File: config.mk
export PLATFORM = sky130hd
export DESIGN_NAME = mac_cfg_regs
export DESIGN_NICKNAME = d
export VERILOG_FILES = /design/src/verilog/mac_cfg_pkg.sv /design/src/verilog/cfg_apply.sv /design/src/verilog/mac_cfg_regs.sv
export VERILOG_INCLUDE_DIRS = /design/src /design/src/verilog
export SDC_FILE = /design/constraint.sdc
export NUM_CORES = 1
export LEC_CHECK = 0
export ABC_CLOCK_PERIOD_IN_PS = 2700
export BUFFER_PORTS_ARGS = -buffer_cell sky130_fd_sc_hd__buf_2
export CAP_MARGIN = 20
export CORE_AREA = 2 2 211 213
export DETAILED_ROUTE_END_ITERATION = 10
export DIE_AREA = 0 0 213 215
export GPL_TIMING_DRIVEN = 0
export PLACE_DENSITY = 0.62
export RECOVER_POWER = 100
export SETUP_SLACK_MARGIN = 0.15
export SYNTH_ARGS = -nofsm -noshare
export SYNTH_HDL_FRONTEND = slang
export SYNTH_SLANG_ARGS = --single-unit
File: constraint.sdc
create_clock -name aclk -period 2.7 [get_ports aclk]
set_input_delay 0.135 -clock aclk [delete_from_list [all_inputs] [get_ports aclk]]
set_output_delay 0.135 -clock aclk [all_outputs]
set_load 0.1 [all_outputs]
File: src/verilog/mac_cfg_regs.svh
// What this block does
// - Transmit speed code 00 selects 10 Mb/s, 01 100 Mb/s, 10 gigabit.
// - Low-speed-only build decides speed from bit 12 alone, ignoring bit 13.
// - Gigabit-only build ignores the transmit speed field entirely.
// - Gap adjust bit 8 with full duplex sizes gap from port; else legal minimum.
// - Bit 6 selects half duplex; ignored in builds without half duplex.
// - Flow control bit 5 set lets pause requests send pause frames; clear ignores them.
// - Jumbo bit 4 lifts length limit; clear defers to max-frame enable and length.
// - In-band FCS bit 3: user supplies FCS and padding; clear: MAC pads, appends FCS.
// - VLAN bit 2 permits tagged frames up to 1522 bytes.
// - Transmit enable bit 1 makes transmitter operational; clear disables it.
// - Transmit reset bit 0 holds transmitter in reset, feeding its reset circuit.
// - Receive bits 79:32 hold station address for pause match and pause source.
// - Address LSB sits in field bit 0; bits 7:0 are first byte on wire.
// - Receive bits 31:16 set limit with max enable and no jumbo; at least 1518.
// - Vector changes apply after the current frame ends; resets act at once.
// - Transmit bit 14 without jumbo allows frames up to programmed length, else legal.
// - Transmit bits 79:32 hold address for pause matching and pause source.
// - Receive bit 14 without jumbo passes frames up to receive limit, else legal.
`ifndef MAC_CFG_REGS_SVH
`define MAC_CFG_REGS_SVH

// Register word indices; byte address is four times the index
`define IDX_TX_CTRL 3'h0
`define IDX_TX_ADDR_LO 3'h1
`define IDX_TX_ADDR_HI 3'h2
`define IDX_RX_CTRL 3'h3
`define IDX_RX_ADDR_LO 3'h4
`define IDX_RX_ADDR_HI 3'h5
`define IDX_STATUS 3'h6

// Writable bit masks; all other bits are reserved and read zero
`define TX_CTRL_MASK 32'hffff_717f
`define RX_CTRL_MASK 32'hffff_4010
`define ADDR_HI_MASK 32'h0000_ffff

// Reset values: maximum length 1518, everything else off
`define TX_CTRL_RST 32'h05ee_0000
`define RX_CTRL_RST 32'h05ee_0000

// Field positions in the control words
`define B_RESET 0
`define B_ENABLE 1
`define B_VLAN 2
`define B_FCS 3
`define B_JUMBO 4
`define B_FLOWCTL 5
`define B_HALF 6
`define B_IFG 8
`define B_SPD_LO 12
`define B_SPD_HI 13
`define B_MAXEN 14
`define F_MAXLEN_HI 31
`define F_MAXLEN_LO 16

// Frame lengths in bytes
`define LEN_LEGAL 16'h05ee
`define LEN_VLAN 16'h05f2
`define LEN_MIN_USER 16'h0040

// Build options for speed support
`define BUILD_TRI 0
`define BUILD_LOW 1
`define BUILD_GIG 2

`endif

File: src/verilog/mac_cfg_pkg.sv
package mac_cfg_pkg;

	typedef enum logic [1:0] {
		SPEED_10 = 2'h0,
		SPEED_100 = 2'h1,
		SPEED_1000 = 2'h2
	} speed_type;

	typedef struct packed {
		logic reset;
		logic enable;
		speed_type speed;
		logic half_duplex;
		logic ifg_from_port;
		logic pause_enable;
		logic len_unlimited;
		logic [15:0] len_limit;
		logic user_fcs;
		logic mac_pad_fcs;
		logic [15:0] user_min_len;
		logic [47:0] station_addr;
	} tx_cfg_type;

	typedef struct packed {
		logic len_unlimited;
		logic [15:0] len_limit;
		logic [47:0] station_addr;
	} rx_cfg_type;

endpackage

File: src/verilog/cfg_apply.sv
`timescale 1ns/10ps
`default_nettype none
// Holds the working copy of a vector; loads the staged copy only between frames
module cfg_apply #(
	parameter int W = 32,
	parameter logic [W-1:0] RST = '0
) (
	// Clock and reset
	input wire logic aclk,
	input wire logic aresetn,
	// Staged value and frame state
	input wire logic [W-1:0] staged,
	input wire logic frame_active,
	// Working value
	output logic [W-1:0] applied,
	output logic pending
);
	always_ff @(posedge aclk) begin
		if (!aresetn) begin
			applied <= RST;
		end else if (!frame_active) begin
			applied <= staged;
		end
	end

	assign pending = (staged != applied);
endmodule
`default_nettype wire

File: src/verilog/mac_cfg_regs.sv
`timescale 1ns/10ps
`default_nettype none
`include "mac_cfg_regs.svh"
module mac_cfg_regs import mac_cfg_pkg::*; #(
	parameter int ADDR_W = 12,
	parameter int SPEED_BUILD = `BUILD_TRI,
	parameter bit HALF_DUPLEX_OK = 1'b1
) (
	// Clock and reset
	input wire logic aclk,
	input wire logic aresetn,
	// AXI4-Lite write address
	input wire logic s_axi_awvalid,
	output logic s_axi_awready,
	input wire logic [ADDR_W-1:0] s_axi_awaddr,
	// AXI4-Lite write data
	input wire logic s_axi_wvalid,
	output logic s_axi_wready,
	input wire logic [31:0] s_axi_wdata,
	input wire logic [3:0] s_axi_wstrb,
	// AXI4-Lite write response
	output logic s_axi_bvalid,
	input wire logic s_axi_bready,
	output logic [1:0] s_axi_bresp,
	// AXI4-Lite read address
	input wire logic s_axi_arvalid,
	output logic s_axi_arready,
	input wire logic [ADDR_W-1:0] s_axi_araddr,
	// AXI4-Lite read data
	output logic s_axi_rvalid,
	input wire logic s_axi_rready,
	output logic [31:0] s_axi_rdata,
	output logic [1:0] s_axi_rresp,
	// Frame state from the MAC
	input wire logic tx_frame_active,
	input wire logic rx_frame_active,
	// Pause request from the user
	input wire logic pause_req,
	// Decoded settings to the MAC
	output tx_cfg_type tx_cfg,
	output rx_cfg_type rx_cfg,
	output logic pause_send
);
	// Refused at elaboration: the decoder needs address bits 4:2 and a known build
	if (ADDR_W < 5 || ADDR_W > 32)
		$error("ADDR_W must be 5 to 32");
	if (SPEED_BUILD < `BUILD_TRI || SPEED_BUILD > `BUILD_GIG)
		$error("SPEED_BUILD out of range");

	localparam logic [1:0] RESP_OKAY = 2'h0;
	localparam logic [1:0] RESP_SLVERR = 2'h2;

	// Returns the word index, or 7 for an address that maps to nothing
	function automatic logic [2:0] reg_index(input logic [ADDR_W-1:0] a);
		logic [ADDR_W-1:0] hi;
		hi = a >> 5;
		if (hi != '0 || a[4:2] == 3'h7)
			reg_index = 3'h7;
		else
			reg_index = a[4:2];
	endfunction

	function automatic logic [31:0] merge(input logic [31:0] old, input logic [31:0] nw,
		input logic [3:0] strb, input logic [31:0] mask);
		logic [31:0] m;
		m = {{8{strb[3]}}, {8{strb[2]}}, {8{strb[1]}}, {8{strb[0]}}};
		merge = ((old & ~m) | (nw & m)) & mask;
	endfunction

	// Software-visible registers
	logic [31:0] tx_ctrl_r, tx_addr_lo_r, tx_addr_hi_r;
	logic [31:0] rx_ctrl_r, rx_addr_lo_r, rx_addr_hi_r;

	// Write channel state
	logic aw_full_r, w_full_r, awready_r, wready_r, bvalid_r;
	logic [1:0] bresp_r;
	logic [ADDR_W-1:0] awaddr_r;
	logic [31:0] wdata_r;
	logic [3:0] wstrb_r;

	wire aw_take = s_axi_awvalid & awready_r;
	wire w_take = s_axi_wvalid & wready_r;
	wire do_write = aw_full_r & w_full_r & ~bvalid_r;
	wire b_done = bvalid_r & s_axi_bready;
	wire aw_full_nxt = aw_take | (aw_full_r & ~do_write);
	wire w_full_nxt = w_take | (w_full_r & ~do_write);
	wire bvalid_nxt = do_write | (bvalid_r & ~b_done);
	wire [2:0] wr_idx = reg_index(awaddr_r);
	wire wr_map = (wr_idx != 3'h7);

	always_ff @(posedge aclk) begin
		if (!aresetn) begin
			aw_full_r <= 1'b0;
			w_full_r <= 1'b0;
			awready_r <= 1'b0;
			wready_r <= 1'b0;
			bvalid_r <= 1'b0;
			bresp_r <= RESP_OKAY;
		end else begin
			aw_full_r <= aw_full_nxt;
			w_full_r <= w_full_nxt;
			awready_r <= ~aw_full_nxt & ~bvalid_nxt;
			wready_r <= ~w_full_nxt & ~bvalid_nxt;
			bvalid_r <= bvalid_nxt;
			if (do_write)
				bresp_r <= wr_map ? RESP_OKAY : RESP_SLVERR;
		end
	end

	always_ff @(posedge aclk) begin
		if (aw_take)
			awaddr_r <= s_axi_awaddr;
		if (w_take) begin
			wdata_r <= s_axi_wdata;
			wstrb_r <= s_axi_wstrb;
		end
	end

	always_ff @(posedge aclk) begin
		if (!aresetn) begin
			tx_ctrl_r <= `TX_CTRL_RST;
			tx_addr_lo_r <= '0;
			tx_addr_hi_r <= '0;
			rx_ctrl_r <= `RX_CTRL_RST;
			rx_addr_lo_r <= '0;
			rx_addr_hi_r <= '0;
		end else if (do_write) begin
			case (wr_idx)
				`IDX_TX_CTRL: tx_ctrl_r <= merge(tx_ctrl_r, wdata_r, wstrb_r, `TX_CTRL_MASK);
				`IDX_TX_ADDR_LO: tx_addr_lo_r <= merge(tx_addr_lo_r, wdata_r, wstrb_r, '1);
				`IDX_TX_ADDR_HI: tx_addr_hi_r <= merge(tx_addr_hi_r, wdata_r, wstrb_r, `ADDR_HI_MASK);
				`IDX_RX_CTRL: rx_ctrl_r <= merge(rx_ctrl_r, wdata_r, wstrb_r, `RX_CTRL_MASK);
				`IDX_RX_ADDR_LO: rx_addr_lo_r <= merge(rx_addr_lo_r, wdata_r, wstrb_r, '1);
				`IDX_RX_ADDR_HI: rx_addr_hi_r <= merge(rx_addr_hi_r, wdata_r, wstrb_r, `ADDR_HI_MASK);
				default: ;
			endcase
		end
	end

	// Frame-boundary copies; the reset bit is kept out so it is never delayed
	logic [79:0] tx_vec, rx_vec;
	logic tx_pending, rx_pending;
	wire [79:0] tx_staged = {tx_addr_hi_r[15:0], tx_addr_lo_r, tx_ctrl_r[31:1], 1'b0};
	wire [79:0] rx_staged = {rx_addr_hi_r[15:0], rx_addr_lo_r, rx_ctrl_r};

	cfg_apply #(.W(80), .RST({48'h0, `TX_CTRL_RST})) u_tx_apply (
		.aclk(aclk),
		.aresetn(aresetn),
		.staged(tx_staged),
		.frame_active(tx_frame_active),
		.applied(tx_vec),
		.pending(tx_pending)
	);

	cfg_apply #(.W(80), .RST({48'h0, `RX_CTRL_RST})) u_rx_apply (
		.aclk(aclk),
		.aresetn(aresetn),
		.staged(rx_staged),
		.frame_active(rx_frame_active),
		.applied(rx_vec),
		.pending(rx_pending)
	);

	// Transmit decode
	wire [1:0] spd_code = {tx_vec[`B_SPD_HI], tx_vec[`B_SPD_LO]};
	wire speed_type spd_tri = (spd_code == 2'h0) ? SPEED_10 :
		(spd_code == 2'h1) ? SPEED_100 : SPEED_1000;
	wire speed_type spd_low = tx_vec[`B_SPD_LO] ? SPEED_100 : SPEED_10;
	wire speed_type spd_eff = (SPEED_BUILD == `BUILD_GIG) ? SPEED_1000 :
		(SPEED_BUILD == `BUILD_LOW) ? spd_low : spd_tri;
	wire half_eff = HALF_DUPLEX_OK & tx_vec[`B_HALF];
	wire ifg_eff = tx_vec[`B_IFG] & ~half_eff;
	wire tx_jumbo = tx_vec[`B_JUMBO];
	wire [15:0] tx_legal = tx_vec[`B_VLAN] ? `LEN_VLAN : `LEN_LEGAL;
	wire [15:0] tx_limit = tx_vec[`B_MAXEN] ?
		tx_vec[`F_MAXLEN_HI:`F_MAXLEN_LO] : tx_legal;
	wire user_fcs = tx_vec[`B_FCS];

	// Receive decode; the programmed limit is trusted to be at least 1518
	wire rx_jumbo = rx_vec[`B_JUMBO];
	wire [15:0] rx_limit = rx_vec[`B_MAXEN] ?
		rx_vec[`F_MAXLEN_HI:`F_MAXLEN_LO] : `LEN_LEGAL;

	always_ff @(posedge aclk) begin
		if (!aresetn) begin
			tx_cfg <= '0;
			rx_cfg <= '0;
			pause_send <= 1'b0;
		end else begin
			tx_cfg.reset <= tx_ctrl_r[`B_RESET];
			tx_cfg.enable <= tx_vec[`B_ENABLE];
			tx_cfg.speed <= spd_eff;
			tx_cfg.half_duplex <= half_eff;
			tx_cfg.ifg_from_port <= ifg_eff;
			tx_cfg.pause_enable <= tx_vec[`B_FLOWCTL];
			tx_cfg.len_unlimited <= tx_jumbo;
			tx_cfg.len_limit <= tx_limit;
			tx_cfg.user_fcs <= user_fcs;
			tx_cfg.mac_pad_fcs <= ~user_fcs;
			tx_cfg.user_min_len <= user_fcs ? `LEN_MIN_USER : 16'h0000;
			tx_cfg.station_addr <= tx_vec[79:32];
			rx_cfg.len_unlimited <= rx_jumbo;
			rx_cfg.len_limit <= rx_limit;
			rx_cfg.station_addr <= rx_vec[79:32];
			pause_send <= pause_req & tx_vec[`B_FLOWCTL] & ~tx_ctrl_r[`B_RESET];
		end
	end

	// Read channel
	logic arready_r, rvalid_r;
	logic [31:0] rdata_r;
	logic [1:0] rresp_r;
	wire ar_take = s_axi_arvalid & arready_r;
	wire r_done = rvalid_r & s_axi_rready;
	wire rvalid_nxt = ar_take | (rvalid_r & ~r_done);
	wire [2:0] rd_idx = reg_index(s_axi_araddr);
	wire [31:0] status_word = {24'h0, tx_cfg.speed, tx_cfg.reset, tx_cfg.enable,
		rx_pending, tx_pending, rx_frame_active, tx_frame_active};
	wire [31:0] rd_word = (rd_idx == `IDX_TX_CTRL) ? tx_ctrl_r :
		(rd_idx == `IDX_TX_ADDR_LO) ? tx_addr_lo_r :
		(rd_idx == `IDX_TX_ADDR_HI) ? tx_addr_hi_r :
		(rd_idx == `IDX_RX_CTRL) ? rx_ctrl_r :
		(rd_idx == `IDX_RX_ADDR_LO) ? rx_addr_lo_r :
		(rd_idx == `IDX_RX_ADDR_HI) ? rx_addr_hi_r :
		(rd_idx == `IDX_STATUS) ? status_word : 32'h0000_0000;

	always_ff @(posedge aclk) begin
		if (!aresetn) begin
			arready_r <= 1'b0;
			rvalid_r <= 1'b0;
			rdata_r <= '0;
			rresp_r <= RESP_OKAY;
		end else begin
			arready_r <= ~rvalid_nxt;
			rvalid_r <= rvalid_nxt;
			if (ar_take) begin
				rdata_r <= rd_word;
				rresp_r <= (rd_idx == 3'h7) ? RESP_SLVERR : RESP_OKAY;
			end
		end
	end

	assign s_axi_awready = awready_r;
	assign s_axi_wready = wready_r;
	assign s_axi_bvalid = bvalid_r;
	assign s_axi_bresp = bresp_r;
	assign s_axi_arready = arready_r;
	assign s_axi_rvalid = rvalid_r;
	assign s_axi_rdata = rdata_r;
	assign s_axi_rresp = rresp_r;
endmodule
`default_nettype wire

==> results.cfg, run 1 <==
[timing]
slew_violations = 0
clock-skew-final_ps = 17.6
final-setup-viol-count = 0
finalCriticalPeriod_ps = 2610
finalSetupTns_ps = 0
hold_viol = 0
tightest_slew_ps = 1290
post-route-period-util_pct = 96.5
fin_ws_ps = 94.6
rsz0062_at_grt = true
slew_headroom_pct = 13.7
max_freq_mhz = 384
hold_slack_ps = 62.3

[global_routing]
grt_use_total_pct = 29.1
grt_pass1_wl_microns = 97200
grt_pass1_vias = 15400
grt_start_max_net_pins = 23
grt_overflow_total = 0
antenna_found_initial = 3

[yosys]
ys_seq_area_share_pct = 55.1
ys_ff_latch = 508
syn_inst = 1977
synth.avg_cell_area_sq_um = 9.76
synthArstFlopShare_pct = 0
yosys.area_share.simple_pct = 18.6
synth-adder-area-share_pct = 0
synth_top_family_by_area = simple AND/OR/NAND/NOR gates
synth_edf_count = 46
synth.distinct_cells = 59
ys.flop_type = dfxtp_1
synth-compound-area-share_pct = 8.49
synthMuxAreaShare_pct = 7.63
syn_area_sq_mm = 0.0193
yosys_warnings = 0
synthXorXnorAreaFrac_pct = 6.36

[pwr]
power.density_mw_per_mm2 = 697
peakVddDrop_mv = 0.558
finalPower_mw = 16.3
power.leakage_nw = 9.49

[die]
ios = 267
initial_core_util_pct = 44.2
design.die.area_sq_mm = 0.0458
rows = 77
coreArea_sq_mm = 0.0436
die_height_microns = 215
die_width_microns = 213

[worst_setup_path]
arrival_ps = 3070
cp.required_ps = 3170
cp_max_fo = 10
critPathLaunchType = register
critPathKind = reg -> reg
setup.worst_path.end_class = register
crit_path_start = awaddr_r[6]
r2r_start = awaddr_r[6]

[route]
drt-pass1-iter-count = 6
routed_wl_microns = 67200
routed-via-count = 15900
ant_nets = 0
wl_per_cell_microns = 22.6
drtIter0Drc = 1385
via_per_inst = 5.34
route.detailed.drc = 0

[layout]
area_delta_synth_final_pct = 21.0
nets = 2411
finalInstanceArea_sq_mm = 0.0233
drive_above_1_share_pct = 8.31
fin_cells = 2978
num-fill-cells = 4113
final_util_pct = 53.5

[flow_run]
cap_viol_max_count = 0

[place]
dpl_worst_slack_ps = 87.6
dpl_cell_area_sq_mm = 0.0213
io_buffers = 241
globalplace.congestion = 0.965
dp_hpwl_microns = 51600
dp_cells = 2827

[clocking]
root_buffer = clkbuf_16
cts_buffers = 54
htree_levels = 2
cts_tree = done
clkSinkCount = 508
ctsResizeCount = 0
clk-insertion-delay-late_ps = 600
cts_buffer_depth = 3
path_clk_slew_ps = 60

[worst_hold_path]
hold_class = in -> reg
hold_path_startpoint = aresetn

[outcome]
status = complete, no violations
[layout by cell type (no fill, tap or decap), drive strengths merged, types with 3 or more instances in the layout]
cell         instances
a221oi              26
nand2              237
and2               113
nand3              101
a2bb2oi              4
nor2b                3
o22ai                6
edfxtp              46
inv                 21
nor4                27
a22oi               12
buf                101
clkbuf             361
o21ai               82
clkinv              12
nand4               23
dfxtp              462
xor2                84
bufinv               3
a21oi              113
dlygate4sd3         49
o221ai              18
xnor2               56
nor2               202
conb                17
nand2b               4
a2111oi              3
nor3                10
and3                18
mux2i              147
[worst paths after layout]
path                            slack, ps  cells past startpoint         end
worst min register to register        480                      2  tx_cfg[72]
worst max register to register         90                      7    register
worst min-delay path                   60                      2  tx_cfg[83]
worst max-delay path                   90                      7    register
[kinds of logic (layout without fill, tap and decap cells)]
group           after synthesis  count (layout)
simple gates                750             750
other cells                   1              19
compound gates              273             273
flops                       508             508
buf+inv                     158             549
xor+xnor                    140             140
mux                         147             147
[what timing repair did]
action,4_1_cts,5_1_grt
setup endpoints to repair,28,36
hold buffers,49,0
pin swaps,1,0
endpoints found under the hold margin,52,0
setup buffers,1,0
[power by group]
group	switching (mW)	internal [mW]	total [mW]
Combinational	0.817	0.236	1.05
Clock	3.08	4.36	7.44
Sequential	0.0796	7.69	7.77
[cell type report]
class	count	area [sq um]	share of cell area (%)
Antenna cell	2	5.00	0.0215
Buffer	139	642	2.75
Clock buffer	80	1590	6.82
Clock inverter	19	185	0.794
Inverter	19	71.3	0.306
Multi-Input combinational cell	1327	7990	34.3
Sequential cell	508	10600	45.6
Tap cell	592	741	3.17
Timing Repair Buffer	292	1470	6.32
[cell usage after synthesis (all sizes together), types with 2 or more instances]
library cell	n	share of area, %
or4	2	0.097
nand2b	4	0.13
nand3	101	2.6
and2	113	3.7
and3b	2	0.091
nor2b	3	0.097
o21ai	82	2.1
nand4	23	0.75
xnor2	56	2.5
a221oi	26	1.2
buf	58	1.8
mux2i	147	7.6
and3	18	0.61
a2111oi	3	0.14
o221ai	18	0.82
edfxtp	46	7.2
clkbuf	81	1.6
xor2	84	3.8
nor2	202	4.0
nand2	237	4.7
a31oi	2	0.065
inv	19	0.37
nor4	27	1.0
nor4b	2	0.20
o22ai	6	0.19
a22oi	12	0.47
a21oi	113	2.9
nor3b	2	0.078
dfxtp	462	48
nor3	10	0.43
o32ai	2	0.13
and4	2	0.091
a2bb2oi	4	0.18
[worst max-delay path, stage by stage (launching register included)]
cell,delay [ps]
edfxtp_1,370
nor4_2,350
nand3_2,290
nor4_2,630
nand2_1,300
clkbuf_1,280
nand3_1,130
o21ai_0,110
[metal layers]
| metal | global-route usage [%] | wire length (microns) |
|---|---|---|
| met1 | 38.7 | 28500 |
| met2 | 47.0 | 31200 |
| met3 | 5.49 | 5050 |
| met4 | 10.8 | 2410 |
| met5 | 0 | 27 |
Power figures use the tool's default switching activity.
==> run 2, diff against run 1 <==
- CORE_AREA: 2 2 211 213 -> 2 2 200 202
- DIE_AREA: 0 0 213 215 -> 0 0 202 204
- PLACE_DENSITY: 0.62 -> 0.68
==> run 2 against run 1 <==
Sequential cell count unchanged. Global-route usage rose by 2.0 points. Setup slack improved by 170 ps. Largest cell class unchanged.
==> results.cfg, run 2 (same netlist as run 1, synthesis figures left out) <==
[die]
design.die.area_sq_mm = 0.0412
ios = 267
initial_core_util_pct = 49.2
die_width_microns = 202
die_height_microns = 204
coreArea_sq_mm = 0.0392
rows = 73

[timing]
finalCriticalPeriod_ps = 2440
final-setup-viol-count = 0
tightest_slew_ps = 1220
post-route-period-util_pct = 90.3
fin_ws_ps = 263
clock-skew-final_ps = 24.2
hold_viol = 0
finalSetupTns_ps = 0
rsz0062_at_grt = false
slew_headroom_pct = 18.4
max_freq_mhz = 410
slew_violations = 0

[route]
routed_wl_microns = 65300
route.detailed.drc = 0
ant_nets = 0
routed-via-count = 16000
via_per_inst = 5.48
drtIter0Drc = 1314
wl_per_cell_microns = 22.4
drt-pass1-iter-count = 5

[layout]
area_delta_synth_final_pct = 20.8
nets = 2412
drive_above_1_share_pct = 8.55
layout_common_cells = dfxtp_1, clkbuf_1, nand2_1
fin_cells = 2912
layout_commonest_cell = dfxtp_1
final_util_pct = 59.4

[global_routing]
grt_use_total_pct = 31.1
grt_pass1_wl_microns = 94600
grt_start_max_net_pins = 24
antenna_found_initial = 2
grt_pass1_vias = 15200
grt_overflow_total = 0

[place]
globalplace.congestion = 0.958
dp_hpwl_microns = 50200
dp_cells = 2760
io_buffers = 241
dpl_worst_slack_ps = 140

[pwr]
power.density_mw_per_mm2 = 700
power.leakage_nw = 9.52
peakVddDrop_mv = 0.552

[clocking]
cts_buffer_depth = 3
htree_levels = 2
root_buffer = clkbuf_16
clk-insertion-delay-late_ps = 610
path_clk_slew_ps = 60
cts_buffers = 52
clkSinkCount = 508
cts_tree = done

[worst_setup_path]
path_cells = nor4_2 -> nand3_4 -> nor4b_1 -> buf_12 -> and2_1 -> buf_2 -> nand2_1 -> a21oi_1
critPathKind = reg -> reg
arrival_ps = 2950
slowest_stage = nor4b_1
rr_worst_depth = 8
setup.worst_path.end_class = register
cp_max_fo = 8
critPathLaunchType = register
cp.required_ps = 3210
r2r_start = awaddr_r[6]
critical-path-max-stage-delay_ps = 540
r2r_setup_slack_ps = 260
crit_path_start = awaddr_r[6]

[worst_hold_path]
hold_class = in -> reg
holdPathStages = 2

[outcome]
status = complete, no violations

[flow_run]
cap_viol_max_count = 0
-- run 2: power breakdown --
group	switching [mW]	internal (mW)	total, mW	leakage (nW)
logic	0.813	0.236	1.05	4.47
registers	0.0794	7.69	7.77	4.16
clock network	3.05	4.44	7.49	0.892
-- run 2: area by class of cell --
| type | count | area (sq um) |
|---|---|---|
| Antenna cell | 2 | 5.00 |
| Buffer | 139 | 642 |
| Clock buffer | 69 | 1490 |
| Clock inverter | 28 | 304 |
| Fill cell | 3548 | 15900 |
| Inverter | 19 | 71.3 |
| Multi-Input combinational cell | 1327 | 7990 |
| Sequential cell | 508 | 10600 |
| Tap cell | 525 | 657 |
| Timing Repair Buffer | 295 | 1510 |
-- run 2: worst max-delay path: cells and delay by family, from the launching register on --
| kind | cells | cell delay, ps |
|---|---|---|
| AO/OA/AOI/OAI | 1 | 180 |
| AND/OR/NAND/NOR | 5 | 1420 |
| buffers and inverters | 2 | 380 |
| flip-flops | 1 | 370 |
-- run 2: stage by stage --
| stage | hold slack [ps] | area (sq um) | power [mW] |
|---|---|---|---|
| floorplan | 234 | 19300 | 8.62 |
| global route | 94.3 | 23300 | 16.8 |
| detailed placement | 313 | 21200 | 8.92 |
| finish | 90.0 | 23300 | 16.3 |
| CTS | 63.4 | 23500 | 16.4 |
| global placement | 312 | 21200 | 8.91 |
-- run 2: worst min-delay path by stage --
stage	start	end	slack [ps]
2_1_floorplan	s_axi_awaddr[10]	awaddr_r[10]	230
3_3_place_gp	s_axi_wdata[24]	wdata_r[24]	310
3_5_place_dp	s_axi_wstrb[3]	wstrb_r[3]	310
4_1_cts	aresetn	tx_cfg[83]	60
5_1_grt	aresetn	tx_cfg[83]	90
6_report	aresetn	tx_cfg[83]	90
-- run 2: repair_timing --
item	CTS	global route
pin swaps	0	1
endpoints found under the setup margin	12	29
hold buffers	49	0
endpoints found under the hold margin	51	0
gates resized for setup	1	3
setup buffers	1	3
-- run 2: per-layer routing --
metal | vias up | track usage [%] | wire (microns)
li1 | 7465 | - | -
met1 | 7727 | 41.9 | 28000
met2 | 639 | 50.9 | 30400
met3 | 137 | 4.99 | 4730
met4 | 0 | 10.8 | 2210
met5 | - | 0 | 0
